==> config.mk <==
export PLATFORM = sky130hd
export DESIGN_NAME = scs_ctrl_status
export DESIGN_NICKNAME = d
export VERILOG_FILES = /design/src/core/scs_pkg.sv /design/src/core/scs_sync.sv /design/src/core/scs_timer.sv /design/src/core/scs_ctrl_status.sv
export SDC_FILE = /design/constraint.sdc
export NUM_CORES = 1
export LEC_CHECK = 0
export BUFFER_PORTS_ARGS = -buffer_cell sky130_fd_sc_hd__buf_2
export CAP_MARGIN = 40
export CORE_MARGIN = 2
export CORE_UTILIZATION = 40
export CTS_CLUSTER_DIAMETER = 40
export DETAILED_ROUTE_END_ITERATION = 16
export GPL_ROUTABILITY_DRIVEN = 0
export PLACE_DENSITY = 0.65
export SLEW_MARGIN = 10
export SYNTH_ARGS = -nofsm -noshare
export SYNTH_HDL_FRONTEND = slang
export SYNTH_SLANG_ARGS = --single-unit
==> constraint.sdc <==
create_clock -name i_sys_clk -period 3.55 [get_ports i_sys_clk]
set_clock_uncertainty 0.1 [all_clocks]
set_input_delay 0.71 -clock i_sys_clk [delete_from_list [all_inputs] [get_ports i_sys_clk]]
set_output_delay 0.71 -clock i_sys_clk [all_outputs]
set_load 0.03 [all_outputs]
==> src/core/scs_pkg.sv <==
// shared constants for the serial control/status upper-bit block
package scs_pkg;
  localparam int WORD_W = 24;
  localparam logic [4:0] FRAME_BITS = 5'h18;
  localparam logic [4:0] COUNT_OVER = 5'h19;
  // input register (write) bit positions
  localparam int BIT_SELECT = 0;
  localparam int BIT_DRV_LO = 1;
  localparam int BIT_DRV_HI = 17;
  localparam int BIT_CM_LO = 18;
  localparam int BIT_CM_HI = 19;
  localparam int BIT_REC_DIS = 20;
  localparam int BIT_OC_DUTY = 21;
  localparam int BIT_STATUS_CLR = 22;
  localparam int BIT_ENABLE = 23;
  // status register (read) bit positions
  localparam int ST_FAULT = 0;
  localparam int ST_NOT_READY = 18;
  localparam int ST_WARN = 19;
  localparam int ST_THERMAL = 20;
  localparam int ST_UNDERVOLT = 21;
  localparam int ST_OVERVOLT = 22;
  localparam int ST_ALWAYS_ONE = 23;
  // reset values
  localparam logic [23:0] CTRL_RESET = 24'h000000;
  localparam logic [16:0] DRV_OFF = 17'h00000;
  // current monitor codes, bit 19 high, bit 18 low
  localparam logic [1:0] CM_OUTPUT_EIGHT = 2'h0;
  localparam logic [1:0] CM_OUTPUT_ONE = 2'h1;
  localparam logic [1:0] CM_OUTPUT_FIVE = 2'h2;
  localparam logic [1:0] CM_OUTPUT_FOUR = 2'h3;
  // retry duty in percent for duty select 0 and 1
  localparam int OC_DUTY_LOW_PCT = 12;
  localparam int OC_DUTY_HIGH_PCT = 25;
  // timing
  localparam int CLK_PERIOD_NS = 20;
  localparam int STARTUP_TIME_NS = 200000;
  localparam int STARTUP_CYCLES = (STARTUP_TIME_NS + CLK_PERIOD_NS - 1) / CLK_PERIOD_NS;
  localparam int SYNC_STAGES = 3;
  // synchronised input positions
  localparam int IN_SCK = 0;
  localparam int IN_CS = 1;
  localparam int IN_DI = 2;
  localparam int IN_OV = 3;
  localparam int IN_UV = 4;
  localparam int IN_TSD = 5;
  localparam int IN_TW = 6;
  localparam int IN_W = 7;
  localparam logic [6:0] IN_INIT = 7'h02;
  typedef enum logic [0:0] {
    SCS_IDLE  = 1'b0,
    SCS_FRAME = 1'b1
  } scs_frame_t;
endpackage

==> src/core/scs_sync.sv <==
// three-stage input synchroniser with agreement filter
module scs_sync #(
  parameter int          W      = 1,
  parameter logic [63:0] P_INIT = 64'h0
) (
  input  wire logic         i_sys_clk,
  input  wire logic         i_rst_n,
  input  wire logic [W-1:0] i_async,
  output logic      [W-1:0] o_level
);
  import scs_pkg::*;

  genvar g;
  generate
    for (g = 0; g < W; g++) begin : g_bit
      logic s1;
      logic s2;
      logic s3;
      always_ff @(posedge i_sys_clk or negedge i_rst_n) begin
        if (!i_rst_n) begin
          s1 <= P_INIT[g];
          s2 <= P_INIT[g];
          s3 <= P_INIT[g];
        end else begin
          s1 <= i_async[g];
          s2 <= s1;
          s3 <= s2;
        end
      end
      // only accept a level once two late stages agree
      always_ff @(posedge i_sys_clk or negedge i_rst_n) begin
        if (!i_rst_n) begin
          o_level[g] <= P_INIT[g];
        end else if (s2 == s3) begin
          o_level[g] <= s3;
        end
      end
    end
  endgenerate
endmodule

==> src/core/scs_timer.sv <==
// start-up settle timer for the charge pump
module scs_timer #(
  parameter int unsigned P_CYCLES = 10
) (
  input  wire logic i_sys_clk,
  input  wire logic i_rst_n,
  input  wire logic i_start,
  input  wire logic i_abort,
  output logic      o_busy
);
  import scs_pkg::*;

  localparam int CW = $clog2(P_CYCLES + 1);
  localparam logic [CW-1:0] LOAD = CW'(P_CYCLES);
  localparam logic [CW-1:0] ONE = CW'(1);

  logic [CW-1:0] count;

  always_ff @(posedge i_sys_clk or negedge i_rst_n) begin
    if (!i_rst_n) begin
      count  <= '0;
      o_busy <= 1'b0;
    end else if (i_abort) begin
      count  <= '0;
      o_busy <= 1'b0;
    end else if (i_start) begin
      count  <= LOAD;
      o_busy <= 1'b1;
    end else if (o_busy) begin
      count  <= count - ONE;
      o_busy <= (count != ONE);
    end
  end
endmodule

==> src/core/scs_ctrl_status.sv <==
// serial-framed control word and status word with supply/thermal protection
// Function
// - status-clear bit clears both status words at frame end
// - duty select bit sets over-current retry duty
// - supply over/undervoltage sets flag, outputs off
// - auto resume only when recovery disable clear
// - top read-back status bit always one for status_a; a word b read returns i_status_word_b[23] there
// - thermal shutdown sets flag, outputs held off
// - temperature warning flag never disables outputs
// - standby to active starts timer, not-ready set
// - not-ready clears itself when timer expires
// - frame writing top bit zero enters standby
// - commit only frames of exactly 24 clocks
// - first bit selects word written and read
module scs_ctrl_status #(
  parameter int unsigned P_STARTUP_CYCLES = scs_pkg::STARTUP_CYCLES
) (
  input  wire logic        i_sys_clk,
  input  wire logic        i_rst_n,
  input  wire logic        i_serial_clock,
  input  wire logic        i_chip_select_low,
  input  wire logic        i_serial_input_pin,
  input  wire logic        i_load_supply_over,
  input  wire logic        i_load_supply_under,
  input  wire logic        i_thermal_shutdown,
  input  wire logic        i_temperature_warning,
  input  wire logic [16:0] i_overcurrent_flags,
  input  wire logic [23:0] i_status_word_b,
  output logic             o_serial_output,
  output logic             o_serial_output_en,
  output logic             o_standby,
  output logic             o_outputs_enable,
  output logic [16:0]      o_driver_on,
  output logic             o_oc_retry_duty_high,
  output logic [3:0]       o_current_monitor_output,
  output logic             o_status_clear,
  output logic [23:0]      o_word_b,
  output logic             o_word_b_write
);
  import scs_pkg::*;

  ////////////////////////////////////////////////////////////////////////////
  logic [IN_W-1:0] sync_in;
  logic            sck;
  logic            cs_low;
  logic            di;
  logic            sck_d;
  logic            cs_d;
  logic            sck_rise;
  logic            sck_fall;
  logic            cs_fall;
  logic            cs_rise;

  scs_sync #(
    .W      (IN_W),
    .P_INIT (64'(IN_INIT))
  ) u_sync (
    .i_sys_clk (i_sys_clk),
    .i_rst_n   (i_rst_n),
    .i_async   ({i_temperature_warning, i_thermal_shutdown, i_load_supply_under,
                 i_load_supply_over, i_serial_input_pin, i_chip_select_low,
                 i_serial_clock}),
    .o_level   (sync_in)
  );

  assign sck    = sync_in[IN_SCK];
  assign cs_low = sync_in[IN_CS];
  assign di     = sync_in[IN_DI];

  always_ff @(posedge i_sys_clk or negedge i_rst_n) begin
    if (!i_rst_n) begin
      sck_d <= 1'b0;
      cs_d  <= 1'b1;
    end else begin
      sck_d <= sck;
      cs_d  <= cs_low;
    end
  end

  assign sck_rise = sck & ~sck_d;
  assign sck_fall = ~sck & sck_d;
  assign cs_fall  = ~cs_low & cs_d;
  assign cs_rise  = cs_low & ~cs_d;

  ////////////////////////////////////////////////////////////////////////////
  scs_frame_t  state;
  logic [4:0]  bit_cnt;
  logic [23:0] in_sr;
  logic [23:0] out_sr;
  logic        frame_ok;
  logic        wr_a;
  logic        wr_b;
  logic        status_clr;
  logic        go_standby;

  always_ff @(posedge i_sys_clk or negedge i_rst_n) begin
    if (!i_rst_n) begin
      state   <= SCS_IDLE;
      bit_cnt <= 5'h00;
      in_sr   <= CTRL_RESET;
    end else begin
      case (state)
        SCS_IDLE: begin
          if (cs_fall) begin
            state   <= SCS_FRAME;
            bit_cnt <= 5'h00;
          end
        end
        SCS_FRAME: begin
          if (cs_rise) begin
            state <= SCS_IDLE;
          end else if (sck_rise) begin
            // lsb first: the first bit ends up in bit 0
            in_sr <= {di, in_sr[23:1]};
            if (bit_cnt != COUNT_OVER) begin
              bit_cnt <= bit_cnt + 5'h01;
            end
          end
        end
        default: state <= SCS_IDLE;
      endcase
    end
  end

  // a frame longer or shorter than 24 clocks is dropped whole
  assign frame_ok   = (state == SCS_FRAME) && cs_rise && (bit_cnt == FRAME_BITS);
  assign wr_a       = frame_ok && !in_sr[BIT_SELECT];
  assign wr_b       = frame_ok && in_sr[BIT_SELECT];
  assign go_standby = wr_a && !in_sr[BIT_ENABLE];
  // standby clears everything, status included
  assign status_clr = wr_a && (in_sr[BIT_STATUS_CLR] || !in_sr[BIT_ENABLE]);

  ////////////////////////////////////////////////////////////////////////////
  logic [23:0] ctrl_word;
  logic        enable;
  logic        enable_d;
  logic        not_ready;

  always_ff @(posedge i_sys_clk or negedge i_rst_n) begin
    if (!i_rst_n) begin
      ctrl_word <= CTRL_RESET;
    end else if (go_standby) begin
      ctrl_word <= CTRL_RESET;
    end else if (wr_a) begin
      // the clear bit is an action, never stored
      ctrl_word <= in_sr & ~(24'h000001 << BIT_STATUS_CLR);
    end
  end

  always_ff @(posedge i_sys_clk or negedge i_rst_n) begin
    if (!i_rst_n) begin
      o_word_b       <= CTRL_RESET;
      o_word_b_write <= 1'b0;
      o_status_clear <= 1'b0;
    end else begin
      o_word_b_write <= wr_b || go_standby;
      o_status_clear <= status_clr;
      if (go_standby) begin
        o_word_b <= CTRL_RESET;
      end else if (wr_b) begin
        o_word_b <= in_sr;
      end
    end
  end

  assign enable = ctrl_word[BIT_ENABLE];

  always_ff @(posedge i_sys_clk or negedge i_rst_n) begin
    if (!i_rst_n) begin
      enable_d <= 1'b0;
    end else begin
      enable_d <= enable;
    end
  end

  scs_timer #(
    .P_CYCLES (P_STARTUP_CYCLES)
  ) u_timer (
    .i_sys_clk (i_sys_clk),
    .i_rst_n   (i_rst_n),
    .i_start   (enable && !enable_d),
    .i_abort   (!enable),
    .o_busy    (not_ready)
  );

  ////////////////////////////////////////////////////////////////////////////
  logic ov_flag;
  logic uv_flag;
  logic tsd_flag;
  logic tw_flag;
  logic supply_block;
  logic outputs_ok;

  // a new event in the clearing cycle survives the clear
  always_ff @(posedge i_sys_clk or negedge i_rst_n) begin
    if (!i_rst_n) begin
      ov_flag  <= 1'b0;
      uv_flag  <= 1'b0;
      tsd_flag <= 1'b0;
      tw_flag  <= 1'b0;
    end else begin
      ov_flag  <= sync_in[IN_OV] || (ov_flag && !status_clr);
      uv_flag  <= sync_in[IN_UV] || (uv_flag && !status_clr);
      tsd_flag <= sync_in[IN_TSD] || (tsd_flag && !status_clr);
      tw_flag  <= sync_in[IN_TW] || (tw_flag && !status_clr);
    end
  end

  // live fault always blocks; latched flags block only with recovery disabled
  assign supply_block = sync_in[IN_OV] || sync_in[IN_UV] ||
                        (ctrl_word[BIT_REC_DIS] && (ov_flag || uv_flag));
  // warning flag deliberately absent here; enable_d darkens the cycle before not_ready rises
  assign outputs_ok = enable && enable_d && !not_ready &&
                      !tsd_flag && !supply_block;

  always_ff @(posedge i_sys_clk or negedge i_rst_n) begin
    if (!i_rst_n) begin
      o_outputs_enable     <= 1'b0;
      o_driver_on          <= DRV_OFF;
      o_standby            <= 1'b1;
      o_oc_retry_duty_high <= 1'b0;
    end else begin
      o_outputs_enable     <= outputs_ok;
      o_driver_on          <= outputs_ok ? ctrl_word[BIT_DRV_HI:BIT_DRV_LO] : DRV_OFF;
      o_standby            <= !enable;
      o_oc_retry_duty_high <= ctrl_word[BIT_OC_DUTY];
    end
  end

  // one-hot: [0] output_one, [1] output_four, [2] output_five, [3] output_eight
  always_ff @(posedge i_sys_clk or negedge i_rst_n) begin
    if (!i_rst_n) begin
      o_current_monitor_output <= 4'h8;
    end else begin
      case (ctrl_word[BIT_CM_HI:BIT_CM_LO])
        CM_OUTPUT_EIGHT: o_current_monitor_output <= 4'h8;
        CM_OUTPUT_ONE: o_current_monitor_output <= 4'h1;
        CM_OUTPUT_FIVE: o_current_monitor_output <= 4'h4;
        CM_OUTPUT_FOUR: o_current_monitor_output <= 4'h2;
        default: o_current_monitor_output <= 4'h8;
      endcase
    end
  end

  ////////////////////////////////////////////////////////////////////////////
  logic [23:0] status_a;
  logic        fault;

  // built from the sources, not from status_a, so bit 0 never loops on itself
  assign fault    = ov_flag || uv_flag || tsd_flag || tw_flag || not_ready ||
                    (|i_overcurrent_flags) || (|i_status_word_b[22:1]);
  assign status_a = {1'b1, ov_flag, uv_flag, tsd_flag, tw_flag, not_ready,
                     i_overcurrent_flags, fault};

  // before the first clock the pin shows the fault bit alone
  always_ff @(posedge i_sys_clk or negedge i_rst_n) begin
    if (!i_rst_n) begin
      out_sr <= CTRL_RESET;
    end else if (cs_fall) begin
      out_sr <= {23'h000000, fault};
    end else if (state == SCS_FRAME && sck_rise && bit_cnt == 5'h00) begin
      out_sr <= di ? {i_status_word_b[23:1], fault} : status_a;
    end else if (state == SCS_FRAME && sck_fall && bit_cnt != 5'h00) begin
      out_sr <= {1'b0, out_sr[23:1]};
    end
  end

  always_ff @(posedge i_sys_clk or negedge i_rst_n) begin
    if (!i_rst_n) begin
      o_serial_output    <= 1'b0;
      o_serial_output_en <= 1'b0;
    end else begin
      o_serial_output    <= out_sr[0];
      o_serial_output_en <= !cs_low;
    end
  end
endmodule

======== Word level (Yosys, flattened, before mapping) ========
Index checks and enable logic that the tools add are counted.
W data, S select, Z words.
operators by class
  add/subtract/negate cells ............... 2
  equal/unequal tests ..................... 18
  mux-type cells .......................... 24
  bitwise operators ....................... 10
  reduce and logical (&&, ||, !) cells .... 53
operators with widths
  cell                     number
  $mux W24                 8
  $mux W14                 3
  $reduce_or A22 Y1        1
  $logic_and A1 B1 Y1      20
  $mux W5                  4
  $mux W17                 1
  $reduce_or A17 Y1        1
  $pmux W4 S4              1
  $logic_or A1 B1 Y1       14
  $ne A14 B1 Y1 const B    1
  $sub A14 B1 Y14 const B  1
  $pmux W5 S2              1
  $logic_not A1 Y1         9
  $eq A1 B1 Y1             7
  $ne A2 B2 Y1 const B     3
  $not A1 Y1               6
  $add A5 B1 Y5 const B    1
  $eq A5 B5 Y1 const B     1
  $logic_not A5 Y1         1
  $mux W1                  5
  $ne A5 B5 Y1 const B     1
  $reduce_bool A5 Y1       1
  $and A1 B1 Y1            4
  $eq A2 B2 Y1 const B     2
  other kinds (9)          10
word-level totals
  register bits ........................... 180
  output and inout port bits .............. 52
  word-level logic and storage cells ...... 159

======== Depth between registers and ports, before layout ========
  depth in word-level cells ............... 9
  depth in mapped cells ................... 8
  gate-level depth less buffers ........... 6

======== Hierarchy ========
Synthesis repeated with hierarchy kept, for this count alone.
second synthesis, totals
  cell total of the unflattened synthesis .. 560
  area, all modules ....................... 7249.5 µm²
modules (own cells, without submodules)
  module           times used  cells each  area each (µm²)  seq. area each (µm²)
  scs_ctrl_status  1           451         5684.2           3382.0
  scs_sync         1           35          784.5            705.7
  scs_timer        1           74          780.7            375.4

======== Least setup slack after synthesis ========
Ideal clock, no wire load.
  kind .................................... register to register
  start point ............................. reg bit_cnt[0]
  end point ............................... reg out_sr[10]
  arrival ................................. 1799 ps
  path slack .............................. 1573 ps
  cell stages (with the launch flop) ...... 8
  clock period less this slack ............ 1977 ps
  cells stage by stage .................... dfrtp_1 inv_1 ha_1 nor4b_4 mux2_4 a21oi_2 buf_2 o2bb2ai_1
between the ends
  word-level cells in the longest chain between the ends .. 4
RTL lines
  item                    line                    text
  start, declared         scs_ctrl_status.sv:87   logic [4:0] bit_cnt;
  start signal, assigned  scs_ctrl_status.sv:116  bit_cnt <= bit_cnt + 5'h01;
  $logic_not A5 Y1        scs_ctrl_status.sv:261  end else if (state == SCS_FRAME && sck_rise && bit_cnt == 5'h00) begin
  $logic_and A1 B1 Y1     scs_ctrl_status.sv:261
  $mux W24                scs_ctrl_status.sv:261
  $mux W24                scs_ctrl_status.sv:259  end else if (cs_fall) begin
  end signal, assigned    scs_ctrl_status.sv:260  out_sr <= {23'h000000, fault};
  end signal, assigned    scs_ctrl_status.sv:262  out_sr <= di ? {i_status_word_b[23:1], fault} : status_a;
  end signal, assigned    scs_ctrl_status.sv:264  out_sr <= {1'b0, out_sr[23:1]};
  end, declared           scs_ctrl_status.sv:89   logic [23:0] out_sr;
Parallel ways exist; a longest one is shown, timed or not.
A chain may end at the register's enable or synchronous reset.

======== Worst setup path in the final report ========
  start point ............................. reg bit_cnt[0]
  end point ............................... reg out_sr[17]
The elaborated chain is that of the path after synthesis.

==> results.cfg <==
[status]
outcome = complete, no violations

[finish]
fin_cells = 901
final_util_pct = 47.6
area_delta_synth_final_pct = 17.7
diodes = 0
drive_gt1_share_pct = 29.8
fin_area_um2 = 8500
nets = 714

[critical_path]
crit_path_start_kind = flip-flop
required_ps = 3780
path_max_fanout = 22
endpoint_kind = flip-flop
crit_chain = inv_1, ha_1, nor4b_4, mux2_4, nand3_1, o2bb2ai_1
critical_path_class = flip-flop to flip-flop
cp_num_buf_inv = 1
slowest_delay_ps = 610
cp_top_family = simple AND/OR/NAND/NOR gates
critPathArrivalTime_ps = 2760
cp_slowest_cell = nand3_1

[clock_network]
cts_setup_buffers = 0
worstSkewPairLatency_ps = 430
cts_made_buffers = 17
clk_root_buffer_cell = clkbuf_16
tritoncts = done
ctsResizeCount = 0
ctsLongestPathBuffers = 2
clock_sinks = 178
h-tree-depth = 4
postCtsHoldBufs = 0
clk_pin_slew_ps = 60

[place]
dpl.hpwl_um = 9930
postPlaceCellArea_um2 = 7930
place_inst = 869
portBuffers = 100

[route]
num_vias = 4821
wire_per_inst_um = 16.6
ant_nets = 0
drc = 0
drt-total-wl_um = 15000
vias_per_cell = 5.35
drt-pass1-iter-count = 5
initialDrtViolationCount = 306

[sta]
fin_crit_sh_pct = 71.4
fmax_ghz = 0.394
maxSlewHeadroom_pct = 41.8
rsz0062_at_grt = false
maxSlewViolCount = 0
worst_slew_pin_slew_ps = 870
hold_viol_final = 0
setup_tns_ps = 0
layout_min_cycle_time_ps = 2540
setup_viol = 0

[power_and_ir_drop]
irDropWorstVdd_uv = 351
p_clk_share_pct = 38.8
switchingPower_mw = 1.25
p_leak_nw = 3.88
combPwrFrac_pct = 11.4
p_int_mw = 3.40
power_density_nw_per_um2 = 547
seqPwrFrac_pct = 49.8
switching_share_pct = 27.0

[synthesis]
syn_nets = 617
synth_edf_count = 0
synth_area_um2 = 7220
ys_types = 56
yosys_warnings = 0
yosys-top-cells-area = dfrtp_1 (59%), mux2_2 (6.9%), mux2i_1 (3.1%)
avgSynthCellArea_um2 = 12.8
synth_largest_area_cell = dfrtp_1
ys_ff_latch = 178
yosysSeqAreaShare_pct = 61.8
yosysMostFrequentCell = dfrtp_1
async_flop_share_pct = 100
postSynthCellCount = 562
ys.flop_type = dfrtp_1
synthTopCellsByCount = dfrtp_1 (171), mux2_2 (44), inv_1 (32), nor4_1 (30), nand3_1 (28)
yosysTopAreaCellShare_pct = 59.3

[global_route]
overflow = 0
grtUsageTotal_pct = 16.6
grt_max_degree = 76
antenna_found_initial = 0
grt_first_pass_wirelength_um = 26000
grt_pass1_vias = 5104

[die]
io_pins = 102
dieWidth_um = 138
dieArea_um2 = 19100
num_rows = 49
die_h_um = 138
core_area_um2 = 17800
start_util_pct = 40.5

[flow_run]
cap_violations = 0

[worst_hold_path]
hold_path_class = input port to async pin
## power by group through the flow
stage | Clock [mW] | Combinational, mW | Sequential (mW)
floorplan | 0 | 0.421 | 2.28
global placement | 0 | 0.493 | 2.35
detailed placement | 0 | 0.533 | 2.35
CTS | 1.85 | 0.534 | 2.31
global route | 1.95 | 0.580 | 2.34
finish | 1.80 | 0.528 | 2.32
## per-stage QoR
step | power (mW) | setup WS, ps | hold slack (ps)
6_report | 4.65 | 1010 | 206
5_1_grt | 4.87 | 801 | 234
4_1_cts | 4.70 | 991 | 220
3_5_place_dp | 2.88 | 990 | 236
3_3_place_gp | 2.84 | 1210 | 234
2_1_floorplan | 2.70 | 1570 | 231
## per-layer routing
metal | wire [um] | track usage, %
met1 | 6630 | 21.3
met4 | 259 | 6.12
met5 | 0 | 0
met3 | 605 | 4.16
met2 | 7500 | 27.5
## final timing paths
path	slack [ps]	cells past startpoint	start	end
setup / recovery	1010	6	bit_cnt[0]	out_sr[17]
hold / removal	210	1	i_rst_n	u_sync.g_bit[2].s1
setup reg to reg	1010	6	bit_cnt[0]	out_sr[17]
hold reg to reg	250	0	u_sync.g_bit[2].s1	u_sync.g_bit[2].s2
max in group asynchronous	2210	2	i_rst_n	cs_d
min in group i_sys_clk	250	0	u_sync.g_bit[2].s1	u_sync.g_bit[2].s2
## flip-flops by register name, summed over array words and instances, names as in the netlist, 4 cells and up
name	flops
u_sync.g_bit.s2	7
o_current_monitor_output	4
bit_cnt	5
u_sync.g_bit.s3	7
in_sr	24
out_sr	24
o_driver_on	17
u_sync.o_level	7
o_word_b	24
u_timer.count	14
u_sync.g_bit.s1	7
ctrl_word	22
## cell families (layout without fill, tap and decap cells)
| family | after synthesis | count (layout) | synth area share, % |
|---|---|---|---|
| AOI/OAI and AO/OA | 102 | 102 | 10.1 |
| xor gates and xnor gates | 14 | 14 | 1.70 |
| DFF | 178 | 178 | 61.8 |
| and+or+nand+nor | 124 | 124 | 10.2 |
| muxes | 67 | 67 | 10.1 |
| adders and majority gates | 12 | 12 | 1.84 |
| buffers and inverters | 65 | 175 | 4.16 |
## layout make-up
cell class | count | area [um^2]
fillers | 1553 | 9340
flip-flops and latches | 178 | 4460
multi-input cells | 319 | 2460
repair buffers | 110 | 602
clock buffers | 20 | 447
well taps | 229 | 287
inverters | 33 | 124
clock inverters | 12 | 121
## worst reg2reg max path, stage by stage, from the launching register on
cell,delay (ps)
dfrtp_1,450
inv_1,100
ha_1,210
nor4b_4,340
mux2_4,230
nand3_1,610
o2bb2ai_1,390
## layout by cell type (no fill, tap or decap), types with 3 or more instances in the layout
master,instances
inv_1,32
clkinvlp_4,3
ha_1,5
o21ai_0,26
a21o_1,5
o2bb2ai_1,23
a21oi_1,11
xor2_1,9
clkbuf_16,17
nand2_1,14
nor2b_1,3
a22o_1,22
mux2_2,44
nand4_1,5
nand2b_1,3
dfrtp_1,171
inv_6,5
xnor2_1,5
maj3_1,7
and3_1,3
nand3_1,28
nor2_1,16
buf_4,8
dfstp_2,7
mux2i_1,22
nor3_1,4
nor4_1,30
buf_2,99
Power figures use the tool's default switching activity.
